===== src/rtl/irq_port_pkg.sv =====
// Purpose: shared constants and helpers for the interrupt port block
// Assumes: 32-bit slave data, one clock domain
// Notes: widths and counts are fixed configuration values
package irq_port_pkg;

  // =====================================================================
  // configuration
  localparam int NUM_CORES = 3;
  localparam int CORE_W = 2;
  localparam int PPI_CFG = 16;
  localparam int SPI_WIRES = 32;
  localparam int SPI_SUPPORTED = 64;
  localparam int MSG_W = 16;
  localparam int PPI_ID_W = 5;
  localparam logic WIDE_MESSAGE_OPTION = 1'b0;

  // =====================================================================
  // slave port layout
  localparam int AXI_ADDR_W = 16;
  localparam int AXI_ID_W = 4;
  localparam int AXI_DATA_W = 32;
  localparam int AXI_STRB_W = 4;
  localparam int DEVID_W = 8;
  localparam logic [AXI_ADDR_W-1:0] TRANS_OFF = 16'h0040;
  localparam logic [1:0] RESP_OKAY = 2'h0;
  localparam logic [1:0] RESP_SLVERR = 2'h2;
  localparam logic [1:0] BURST_FIXED = 2'h0;

  // =====================================================================
  // reset values
  localparam logic [AXI_DATA_W-1:0] TRANS_RESET = 32'h0000_0000;
  localparam logic [MSG_W-1:0] MSG_RESET = 16'h0000;

  // interrupt number carried by a private slot for the configured count
  function automatic logic [PPI_ID_W-1:0] ppi_id(input int slot);
    int n;
    n = 0;
    if (PPI_CFG == 16)
    begin
      n = 16 + slot;
    end
    else if (PPI_CFG == 12)
    begin
      n = 20 + slot;
    end
    else if (slot < 6)
    begin
      n = 22 + slot;
    end
    else
    begin
      n = (slot == 6) ? 29 : 30;
    end
    return PPI_ID_W'(n);
  endfunction : ppi_id

  function automatic logic addr_hit(input logic [AXI_ADDR_W-1:0] a);
    return a[AXI_ADDR_W-1:2] == TRANS_OFF[AXI_ADDR_W-1:2];
  endfunction : addr_hit

  function automatic logic [1:0] beat_resp(input logic [AXI_ADDR_W-1:0] a);
    return addr_hit(a) ? RESP_OKAY : RESP_SLVERR;
  endfunction : beat_resp

  // wrap bursts advance as incrementing ones
  function automatic logic [AXI_ADDR_W-1:0] next_addr(
    input logic [AXI_ADDR_W-1:0] a,
    input logic [2:0] size,
    input logic [1:0] burst
  );
    logic [AXI_ADDR_W-1:0] step;
    step = AXI_ADDR_W'(1) << size;
    return (burst == BURST_FIXED) ? a : AXI_ADDR_W'(a + step);
  endfunction : next_addr

endpackage : irq_port_pkg


===== src/rtl/cond_if.sv =====
// Purpose: carries raw interrupt wires and their conditioned forms
// Assumes: single clock domain
// Notes: one instance per bank of wires
`timescale 1ns/100ps
interface cond_if #(parameter int W = 1);
  logic [W-1:0] raw;
  logic [W-1:0] level;
  logic [W-1:0] rise;
  modport bank (input raw, output level, output rise);
  modport user (output raw, input level, input rise);
endinterface : cond_if


===== src/rtl/intr_cond_bank.sv =====
// Purpose: two-stage synchroniser plus edge detector for a wire bank
// Assumes: ce freezes all state
// Notes: level is registered, rise is a one-cycle pulse
`timescale 1ns/100ps
module intr_cond_bank #(parameter int W = 1) (
  input wire logic sys_clk,
  input wire logic rst_b,
  input wire logic ce,
  cond_if.bank c
);

  logic [W-1:0] meta_reg;
  logic [W-1:0] meta_next;
  logic [W-1:0] sync_reg;
  logic [W-1:0] sync_next;
  logic [W-1:0] level_reg;
  logic [W-1:0] level_next;

  // =====================================================================
  // synchroniser and edge detect
  always_comb
  begin
    meta_next = c.raw;
    sync_next = meta_reg;
    level_next = sync_reg;
  end

  always_ff @(posedge sys_clk)
  begin
    if (!rst_b)
    begin
      meta_reg <= '0;
      sync_reg <= '0;
      level_reg <= '0;
    end
    else if (ce)
    begin
      meta_reg <= meta_next;
      sync_reg <= sync_next;
      level_reg <= level_next;
    end
  end

  assign c.level = level_reg;
  assign c.rise = sync_reg & ~level_reg;

endmodule : intr_cond_bank


===== src/rtl/irq_port_top.sv =====
// Purpose: external ports of an interrupt controller
// Assumes: all inputs synchronous to sys_clk, ce freezes state
// Notes: private edges and translation writes become outbound messages
`timescale 1ns/100ps
module irq_port_top
  import irq_port_pkg::*;
(
  input wire logic sys_clk,
  input wire logic rst_b,
  input wire logic ce,
  input wire logic [NUM_CORES-1:0][PPI_CFG-1:0] ppi_in,
  output logic [NUM_CORES-1:0][PPI_CFG-1:0] ppi_r,
  input wire logic [SPI_WIRES-1:0] spi_in,
  output logic [SPI_WIRES-1:0] spi_r,
  input wire logic in_valid,
  output logic in_ready,
  input wire logic [MSG_W-1:0] in_data,
  input wire logic [CORE_W-1:0] in_src,
  input wire logic in_last,
  input wire logic in_wake,
  output logic in_msg_valid,
  output logic [MSG_W-1:0] in_msg_data,
  output logic [CORE_W-1:0] in_msg_src,
  output logic in_msg_last,
  output logic core_wake_seen,
  output logic out_valid,
  input wire logic out_ready,
  output logic [MSG_W-1:0] out_data,
  output logic [CORE_W-1:0] out_dest,
  output logic out_last,
  output logic out_wake,
  output logic [DEVID_W-1:0] requester_device_id,
  input wire logic [AXI_ID_W-1:0] awid,
  input wire logic [AXI_ADDR_W-1:0] awaddr,
  input wire logic [7:0] awlen,
  input wire logic [2:0] awsize,
  input wire logic [1:0] awburst,
  input wire logic [DEVID_W-1:0] awuser,
  input wire logic awvalid,
  output logic awready,
  input wire logic [AXI_DATA_W-1:0] wdata,
  input wire logic [AXI_STRB_W-1:0] wstrb,
  input wire logic wlast,
  input wire logic wvalid,
  output logic wready,
  output logic [AXI_ID_W-1:0] bid,
  output logic [1:0] bresp,
  output logic bvalid,
  input wire logic bready,
  input wire logic [AXI_ID_W-1:0] arid,
  input wire logic [AXI_ADDR_W-1:0] araddr,
  input wire logic [7:0] arlen,
  input wire logic [2:0] arsize,
  input wire logic [1:0] arburst,
  input wire logic arvalid,
  output logic arready,
  output logic [AXI_ID_W-1:0] rid,
  output logic [AXI_DATA_W-1:0] rdata,
  output logic [1:0] rresp,
  output logic rlast,
  output logic rvalid,
  input wire logic rready
);

  localparam int PPI_W = NUM_CORES * PPI_CFG;

  typedef enum logic [1:0] {AX_IDLE, AX_WDATA, AX_WRESP, AX_RDATA} ax_state_t;

  // =====================================================================
  // conditioning banks
  cond_if #(.W(PPI_W)) ppi_c ();
  cond_if #(.W(SPI_WIRES)) spi_c ();

  assign ppi_c.raw = ppi_in;
  assign spi_c.raw = spi_in;

  intr_cond_bank #(.W(PPI_W)) u_ppi_bank (
    .sys_clk(sys_clk),
    .rst_b(rst_b),
    .ce(ce),
    .c(ppi_c.bank)
  );

  intr_cond_bank #(.W(SPI_WIRES)) u_spi_bank (
    .sys_clk(sys_clk),
    .rst_b(rst_b),
    .ce(ce),
    .c(spi_c.bank)
  );

  assign ppi_r = ppi_c.level;
  assign spi_r = spi_c.level;

  // lowest pending slot wins
  function automatic int first_set(input logic [PPI_W-1:0] v);
    int r;
    r = 0;
    for (int i = PPI_W - 1; i >= 0; i--)
    begin
      if (v[i])
      begin
        r = i;
      end
    end
    return r;
  endfunction : first_set

  // =====================================================================
  // slave port state
  ax_state_t ax_state_reg, ax_state_next;
  logic turn_reg, turn_next;
  logic awready_reg, awready_next;
  logic arready_reg, arready_next;
  logic wready_reg, wready_next;
  logic bvalid_reg, bvalid_next;
  logic [AXI_ID_W-1:0] bid_reg, bid_next;
  logic [1:0] bresp_reg, bresp_next;
  logic rvalid_reg, rvalid_next;
  logic rlast_reg, rlast_next;
  logic [AXI_ID_W-1:0] rid_reg, rid_next;
  logic [1:0] rresp_reg, rresp_next;
  logic [AXI_DATA_W-1:0] rdata_reg, rdata_next;
  logic [AXI_ADDR_W-1:0] addr_reg, addr_next;
  logic [AXI_ID_W-1:0] id_reg, id_next;
  logic [7:0] cnt_reg, cnt_next;
  logic [2:0] size_reg, size_next;
  logic [1:0] burst_reg, burst_next;
  logic [DEVID_W-1:0] user_reg, user_next;
  logic err_reg, err_next;
  logic [AXI_DATA_W-1:0] message_translation_reg, trans_word_next;
  logic trans_fire;
  logic [AXI_ADDR_W-1:0] a_step;

  always_comb
  begin
    ax_state_next = ax_state_reg;
    turn_next = turn_reg;
    wready_next = wready_reg;
    bvalid_next = bvalid_reg;
    bid_next = bid_reg;
    bresp_next = bresp_reg;
    rvalid_next = rvalid_reg;
    rlast_next = rlast_reg;
    rid_next = rid_reg;
    rresp_next = rresp_reg;
    rdata_next = rdata_reg;
    addr_next = addr_reg;
    id_next = id_reg;
    cnt_next = cnt_reg;
    size_next = size_reg;
    burst_next = burst_reg;
    user_next = user_reg;
    err_next = err_reg;
    trans_word_next = message_translation_reg;
    trans_fire = 1'b0;
    a_step = next_addr(addr_reg, size_reg, burst_reg);
    unique case (ax_state_reg)
      AX_IDLE:
      begin
        if (awvalid && awready_reg)
        begin
          id_next = awid;
          addr_next = awaddr;
          size_next = awsize;
          burst_next = awburst;
          user_next = awuser;
          err_next = 1'b0;
          wready_next = 1'b1;
          ax_state_next = AX_WDATA;
        end
        else if (arvalid && arready_reg)
        begin
          addr_next = araddr;
          size_next = arsize;
          burst_next = arburst;
          cnt_next = arlen;
          rvalid_next = 1'b1;
          rid_next = arid;
          rresp_next = beat_resp(araddr);
          rdata_next = addr_hit(araddr) ? message_translation_reg : '0;
          rlast_next = (arlen == 8'h00);
          ax_state_next = AX_RDATA;
        end
        else
        begin
          turn_next = ~turn_reg;
        end
      end
      AX_WDATA:
      begin
        if (wvalid && wready_reg)
        begin
          if (addr_hit(addr_reg))
          begin
            for (int b = 0; b < AXI_STRB_W; b++)
            begin
              if (wstrb[b])
              begin
                trans_word_next[8*b +: 8] = wdata[8*b +: 8];
              end
            end
          end
          err_next = err_reg | ~addr_hit(addr_reg);
          addr_next = a_step;
          if (wlast)
          begin
            wready_next = 1'b0;
            bvalid_next = 1'b1;
            bid_next = id_reg;
            bresp_next = err_next ? RESP_SLVERR : RESP_OKAY;
            trans_fire = ~err_next;
            ax_state_next = AX_WRESP;
          end
        end
      end
      AX_WRESP:
      begin
        if (bready)
        begin
          bvalid_next = 1'b0;
          ax_state_next = AX_IDLE;
        end
      end
      AX_RDATA:
      begin
        if (rready)
        begin
          if (rlast_reg)
          begin
            rvalid_next = 1'b0;
            rlast_next = 1'b0;
            ax_state_next = AX_IDLE;
          end
          else
          begin
            addr_next = a_step;
            cnt_next = cnt_reg - 8'h01;
            rresp_next = beat_resp(a_step);
            rdata_next = addr_hit(a_step) ? message_translation_reg : '0;
            rlast_next = (cnt_next == 8'h00);
          end
        end
      end
    endcase
    awready_next = (ax_state_next == AX_IDLE) && !turn_next;
    arready_next = (ax_state_next == AX_IDLE) && turn_next;
  end

  always_ff @(posedge sys_clk)
  begin
    if (!rst_b)
    begin
      ax_state_reg <= AX_IDLE;
      turn_reg <= 1'b0;
      awready_reg <= 1'b0;
      arready_reg <= 1'b0;
      wready_reg <= 1'b0;
      bvalid_reg <= 1'b0;
      bid_reg <= '0;
      bresp_reg <= RESP_OKAY;
      rvalid_reg <= 1'b0;
      rlast_reg <= 1'b0;
      rid_reg <= '0;
      rresp_reg <= RESP_OKAY;
      rdata_reg <= '0;
      addr_reg <= '0;
      id_reg <= '0;
      cnt_reg <= '0;
      size_reg <= '0;
      burst_reg <= BURST_FIXED;
      user_reg <= '0;
      err_reg <= 1'b0;
      message_translation_reg <= TRANS_RESET;
    end
    else if (ce)
    begin
      ax_state_reg <= ax_state_next;
      turn_reg <= turn_next;
      awready_reg <= awready_next;
      arready_reg <= arready_next;
      wready_reg <= wready_next;
      bvalid_reg <= bvalid_next;
      bid_reg <= bid_next;
      bresp_reg <= bresp_next;
      rvalid_reg <= rvalid_next;
      rlast_reg <= rlast_next;
      rid_reg <= rid_next;
      rresp_reg <= rresp_next;
      rdata_reg <= rdata_next;
      addr_reg <= addr_next;
      id_reg <= id_next;
      cnt_reg <= cnt_next;
      size_reg <= size_next;
      burst_reg <= burst_next;
      user_reg <= user_next;
      err_reg <= err_next;
      message_translation_reg <= trans_word_next;
    end
  end

  // =====================================================================
  // streams
  logic [PPI_W-1:0] pend_reg, pend_next;
  logic tpend_reg, tpend_next;
  logic [MSG_W-1:0] tdata_reg, tdata_next;
  logic [DEVID_W-1:0] devid_reg, devid_next;
  logic out_valid_reg, out_valid_next;
  logic [MSG_W-1:0] out_data_reg, out_data_next;
  logic [CORE_W-1:0] out_dest_reg, out_dest_next;
  logic out_wake_reg, out_wake_next;
  logic in_ready_reg;
  logic in_msg_valid_reg, in_msg_valid_next;
  logic [MSG_W-1:0] in_data_reg, in_data_next;
  logic [CORE_W-1:0] in_src_reg, in_src_next;
  logic in_last_reg, in_last_next;
  logic wake_seen_reg;
  int sel;

  always_comb
  begin
    sel = first_set(pend_reg);
    pend_next = pend_reg;
    tpend_next = tpend_reg;
    tdata_next = tdata_reg;
    devid_next = devid_reg;
    out_valid_next = out_valid_reg;
    out_data_next = out_data_reg;
    out_dest_next = out_dest_reg;
    if (out_valid_reg && out_ready)
    begin
      out_valid_next = 1'b0;
    end
    if (!out_valid_next)
    begin
      if (|pend_reg)
      begin
        out_valid_next = 1'b1;
        out_data_next = MSG_W'(ppi_id(sel % PPI_CFG));
        out_dest_next = CORE_W'(sel / PPI_CFG);
        pend_next[sel] = 1'b0;
      end
      else if (tpend_reg)
      begin
        out_valid_next = 1'b1;
        out_data_next = tdata_reg;
        out_dest_next = '0;
        tpend_next = 1'b0;
      end
    end
    // new edges win over the clear of a sent slot
    pend_next = pend_next | ppi_c.rise;
    if (trans_fire)
    begin
      tpend_next = 1'b1;
      tdata_next = trans_word_next[MSG_W-1:0];
      devid_next = WIDE_MESSAGE_OPTION ? '0 : user_reg;
    end
    out_wake_next = |pend_next | tpend_next | out_valid_next;
    in_msg_valid_next = in_valid && in_ready_reg;
    in_data_next = in_data_reg;
    in_src_next = in_src_reg;
    in_last_next = in_last_reg;
    if (in_valid && in_ready_reg)
    begin
      in_data_next = in_data;
      in_src_next = in_src;
      in_last_next = in_last;
    end
  end

  always_ff @(posedge sys_clk)
  begin
    if (!rst_b)
    begin
      pend_reg <= '0;
      tpend_reg <= 1'b0;
      tdata_reg <= MSG_RESET;
      devid_reg <= '0;
      out_valid_reg <= 1'b0;
      out_data_reg <= MSG_RESET;
      out_dest_reg <= '0;
      out_wake_reg <= 1'b0;
      in_ready_reg <= 1'b0;
      in_msg_valid_reg <= 1'b0;
      in_data_reg <= MSG_RESET;
      in_src_reg <= '0;
      in_last_reg <= 1'b0;
      wake_seen_reg <= 1'b0;
    end
    else if (ce)
    begin
      pend_reg <= pend_next;
      tpend_reg <= tpend_next;
      tdata_reg <= tdata_next;
      devid_reg <= devid_next;
      out_valid_reg <= out_valid_next;
      out_data_reg <= out_data_next;
      out_dest_reg <= out_dest_next;
      out_wake_reg <= out_wake_next;
      in_ready_reg <= 1'b1;
      in_msg_valid_reg <= in_msg_valid_next;
      in_data_reg <= in_data_next;
      in_src_reg <= in_src_next;
      in_last_reg <= in_last_next;
      wake_seen_reg <= in_wake;
    end
  end

  assign in_ready = in_ready_reg;
  assign in_msg_valid = in_msg_valid_reg;
  assign in_msg_data = in_data_reg;
  assign in_msg_src = in_src_reg;
  assign in_msg_last = in_last_reg;
  assign core_wake_seen = wake_seen_reg;
  assign out_valid = out_valid_reg;
  assign out_data = out_data_reg;
  assign out_dest = out_dest_reg;
  assign out_last = out_valid_reg;
  assign out_wake = out_wake_reg;
  assign requester_device_id = devid_reg;
  assign awready = awready_reg;
  assign arready = arready_reg;
  assign wready = wready_reg;
  assign bvalid = bvalid_reg;
  assign bid = bid_reg;
  assign bresp = bresp_reg;
  assign rvalid = rvalid_reg;
  assign rlast = rlast_reg;
  assign rid = rid_reg;
  assign rresp = rresp_reg;
  assign rdata = rdata_reg;
endmodule : irq_port_top


===== config.mk =====
export PLATFORM = sky130hd
export DESIGN_NAME = irq_port_top
export DESIGN_NICKNAME = d
export VERILOG_FILES = /design/src/rtl/irq_port_pkg.sv /design/src/rtl/cond_if.sv /design/src/rtl/intr_cond_bank.sv /design/src/rtl/irq_port_top.sv
export SDC_FILE = /design/constraint.sdc
export NUM_CORES = 1
export LEC_CHECK = 0
export ABC_AREA = 1
export BUFFER_PORTS_ARGS = -buffer_cell sky130_fd_sc_hd__buf_2
export CORE_AREA = 4 4 200 202
export CTS_CLUSTER_SIZE = 16
export DETAILED_ROUTE_END_ITERATION = 7
export DIE_AREA = 0 0 204 206
export PLACE_DENSITY_LB_ADDON = 0.1
export SLEW_MARGIN = 20
export SYNTH_ARGS = -nofsm -noshare
export SYNTH_HDL_FRONTEND = slang
export SYNTH_SLANG_ARGS = --single-unit

===== constraint.sdc =====
create_clock -name sys_clk -period 4.6 [get_ports sys_clk]
set_input_delay 0 -clock sys_clk [delete_from_list [all_inputs] [get_ports sys_clk]]
set_output_delay 0 -clock sys_clk [all_outputs]
set_load 0.02 [all_outputs]

==> flow_metrics.py <==
metrics = {
    "timing": {
        "hold_violations": 0,
        "setup_violations": 0,
        "layout_setup_ws_ns": 0.404,
        "worst_clock_skew_ns": 0.0265,
        "rsz0062_at_grt": "true",
        "period_share": 0.912,
        "whs_ns": 0.0610,
        "slew_viol_final": 0,
        "maxSlewHeadroom": 0.239,
        "period_needed_ns": 4.20,
        "fmax_ghz": 0.238,
        "worst_slew_pin_slew_ns": 1.14,
    },
    "detailed_routing": {
        "ant_nets": 0,
        "via_per_inst": 5.26,
        "wl_per_cell_um": 16.2,
        "routed_wl_um": 62800,
        "dr.pass1.iters": 6,
        "vias": 20400,
        "drcViolationCount": 0,
        "drt-initial-drc-count": 1795,
    },
    "worst_setup_path": {
        "cp.arrival_ns": 4.70,
        "r2r_cells": 25,
        "slowest_stage": "fa_1",
        "startpoint_type": "flop",
        "cpPeakStageDelay_ns": 0.46,
        "cp_max_fo": 33,
        "reg2reg_from": "size_reg[0]$_SDFFE_PN0P_",
        "r2r_setup_slack_ns": 0.40,
        "critPathRequiredTime_ns": 5.10,
        "end_kind": "flop",
        "path_class": "flop to flop",
        "r2r_end": "rdata[14]$_SDFFE_PN0P_",
        "crit_path_frequent_cell": "nor2_1",
    },
    "outcome": {
        "outcome": "complete, no violations",
    },
    "yosys": {
        "synth_ff_type": "dfxtp_1",
        "yosys.cell_count.top_type": "nor2_1",
        "ys_seq_elements": 480,
        "synth_area_per_cell_um2": 7.10,
        "synth_common_cells": "nor2_1, dfxtp_1, o21ai_0",
        "syn_inst": 2820,
        "synth_edf_count": 0,
        "netlist_top_cells_area": "dfxtp_1, nor2_1, o21ai_0, nand2_1, a21oi_1",
        "ys_warn_count": 0,
        "syn_area_um2": 20000,
        "synth_top_cell_by_area": "dfxtp_1",
        "synth_cell_type_count": 42,
        "yosysTopAreaCellShare": 0.480,
        "synthArstFlopShare": 0,
        "ys_seq_area_frac": 0.480,
    },
    "global_route": {
        "grtUsageTotal": 0.285,
        "antenna_found_initial": 1,
        "grt_pass1_vias": 19300,
        "gr-total-overflow": 0,
        "grt_max_degree": 263,
        "grt_pass1_wl_um": 99400,
    },
    "min_path": {
        "hold_start": "araddr[9]",
        "min_to": "addr_reg[9]$_SDFFE_PN0P_",
        "min_path_type": "input pin to flop",
        "hold_depth": 5,
    },
    "clock_network": {
        "cts.sinks": 480,
        "h-tree-depth": 2,
        "cts_setup_buffers": 0,
        "path_clk_slew_ns": 0.06,
        "cts-root-buf": "clkbuf_16",
        "cts_buffer_depth": 3,
        "cts_tree": "done",
        "cts_made_buffers": 50,
        "clock_latency_ns": 0.60,
    },
    "finish": {
        "area_delta_synth_final_pct": 30.1,
        "n_fill_cell": 3240,
        "utilization": 0.681,
        "design_area_um2": 26100,
        "drive_gt1_frac": 0.153,
        "final_nets": 3550,
    },
    "power": {
        "power_density_nw_per_um2": 395,
        "power_uw": 10300,
        "ir_worst_vdd_mv": 0.393,
        "p_leak_uw": 0.0121,
    },
    "floorplan": {
        "die_h_um": 206,
        "die_w_um": 204,
        "fp-row-count": 72,
        "fp.coreArea_um2": 38300,
        "die-area_um2": 42000,
        "start_util": 0.523,
        "ioPinCount": 402,
    },
    "placement": {
        "pre_cts_ws_ns": 0.405,
        "globalplace.congestion": 0.917,
        "port_buffers": 391,
        "dpl.hpwl_um": 40000,
        "placed_cell_area_um2": 22200,
    },
    "flow_run": {
        "max_cap_viol_count": 0,
    },
}
[cell usage in the layout (no fill, tap or decap), types with 2 or more instances in the layout]
cell type      synthesis  layout
o21ai_0              394     394
a22oi_1                5       5
nand3_1               79      78
nand2_1              383     383
nor2_4                 0       2
buf_2                  1     389
nand2_8                0       3
nor3_1                36      35
buf_4                  3      15
a211oi_1              25      25
ha_1                  10      10
clkinvlp_4             0       6
a311oi_1               5       5
nand4_1               24      24
a21oi_2                0       3
or2_2                  3       3
o21bai_1               2       2
nor4_1                11      11
a21oi_1              262     259
nor2_1               543     540
xor2_1                12      12
conb_1                 1       2
inv_1                303     301
a221oi_1               2       2
o211ai_1              33      33
bufinv_16              0       6
buf_6                  2       2
xnor2_1                3       3
a31oi_1               12      12
clkbuf_8               0      10
clkbuf_1             153       6
dfxtp_1              480     480
clkbuf_16              0      50
clkinv_2               0      12
clkinv_1               4       4
dlygate4sd3_1          0     208
[logic make-up (layout without fill, tap and decap cells)]
kind of cell             count (synthesis)  in the layout  synth area share
AO/OA/AOI/OAI                          749            749             0.199
XOR/XNOR                                15             15           0.00656
adder cells (fa/ha/maj)                 11             11           0.00725
buffers and inverters                  480           1017            0.0913
flip-flops                             480            480             0.480
other                                    1              3          0.000187
AND/OR/NAND/NOR                       1084           1085             0.216
[through the flow]
stage / setup TNS [ns] / cells
floorplan: 0 / 2821
global placement: 0 / 3575
detailed placement: 0 / 3575
CTS: 0 / 3876
global route: -0.0642 / 3877
finish: 0 / 3878
[worst max-delay path: cells and delay by family, from the launching register on]
kind	cells	cell delay, ns
AND/OR/NAND/NOR	14	1.53
AO/OA/AOI/OAI	5	0.90
adder cells (fa/ha/maj)	2	0.68
flip-flops	1	0.43
buffers and inverters	3	0.37
XOR/XNOR	1	0.19
[cell type report]
cell class | count | area (um^2) | area share
clock inverter | 28 | 349 | 0.0134
timing repair buffer | 616 | 4200 | 0.161
clock buffer | 65 | 1400 | 0.0536
multi-input combinational | 1862 | 8690 | 0.333
tap | 518 | 648 | 0.0249
sequential | 480 | 9610 | 0.369
inverter | 308 | 1170 | 0.0448
antenna | 1 | 2.50 | 0.0000960
[layer usage]
metal  vias up  GRT usage  share of wire
met4         2      0.120          0.039
met1      9386      0.378           0.44
met3       156     0.0592          0.073
li1      10200          -              -
met2       706      0.458           0.45
met5         -          0        0.00021
[worst max path at each step]
stage                                          from                     end  slack (ns)  cells after the start
after floorplan            size_reg[0]$_SDFFE_PN0P_  rdata[10]$_SDFFE_PN0P_        0.92                     25
after global placement    pend_reg[47]$_SDFFE_PN0P_   out_wake$_SDFFE_PN0P_        0.45                     55
after detailed placement   size_reg[0]$_SDFFE_PN0P_  rdata[18]$_SDFFE_PN0P_        0.40                     25
after CTS                  size_reg[0]$_SDFFE_PN0P_  rdata[18]$_SDFFE_PN0P_        0.37                     25
after global routing      pend_reg[47]$_SDFFE_PN0P_   out_wake$_SDFFE_PN0P_       -0.06                     55
final                      size_reg[0]$_SDFFE_PN0P_  rdata[14]$_SDFFE_PN0P_        0.40                     25
[what timing repair did]
| action | CTS | global route |
|---|---|---|
| gates resized for setup | 0 | 11 |
| hold endpoints to repair | 208 | 0 |
| hold buffers | 208 | 0 |
| endpoints found under the setup margin | 0 | 23 |
[power by group]
group / internal [uW] / leakage [uW] / switching [uW]
registers: 4390 / 0.00395 / 153
logic: 558 / 0.00729 / 947
clock network: 2500 / 0.000848 / 1740
total: 7450 / 0.0121 / 2840
Note: power is estimated with default switching activity, not from simulation.
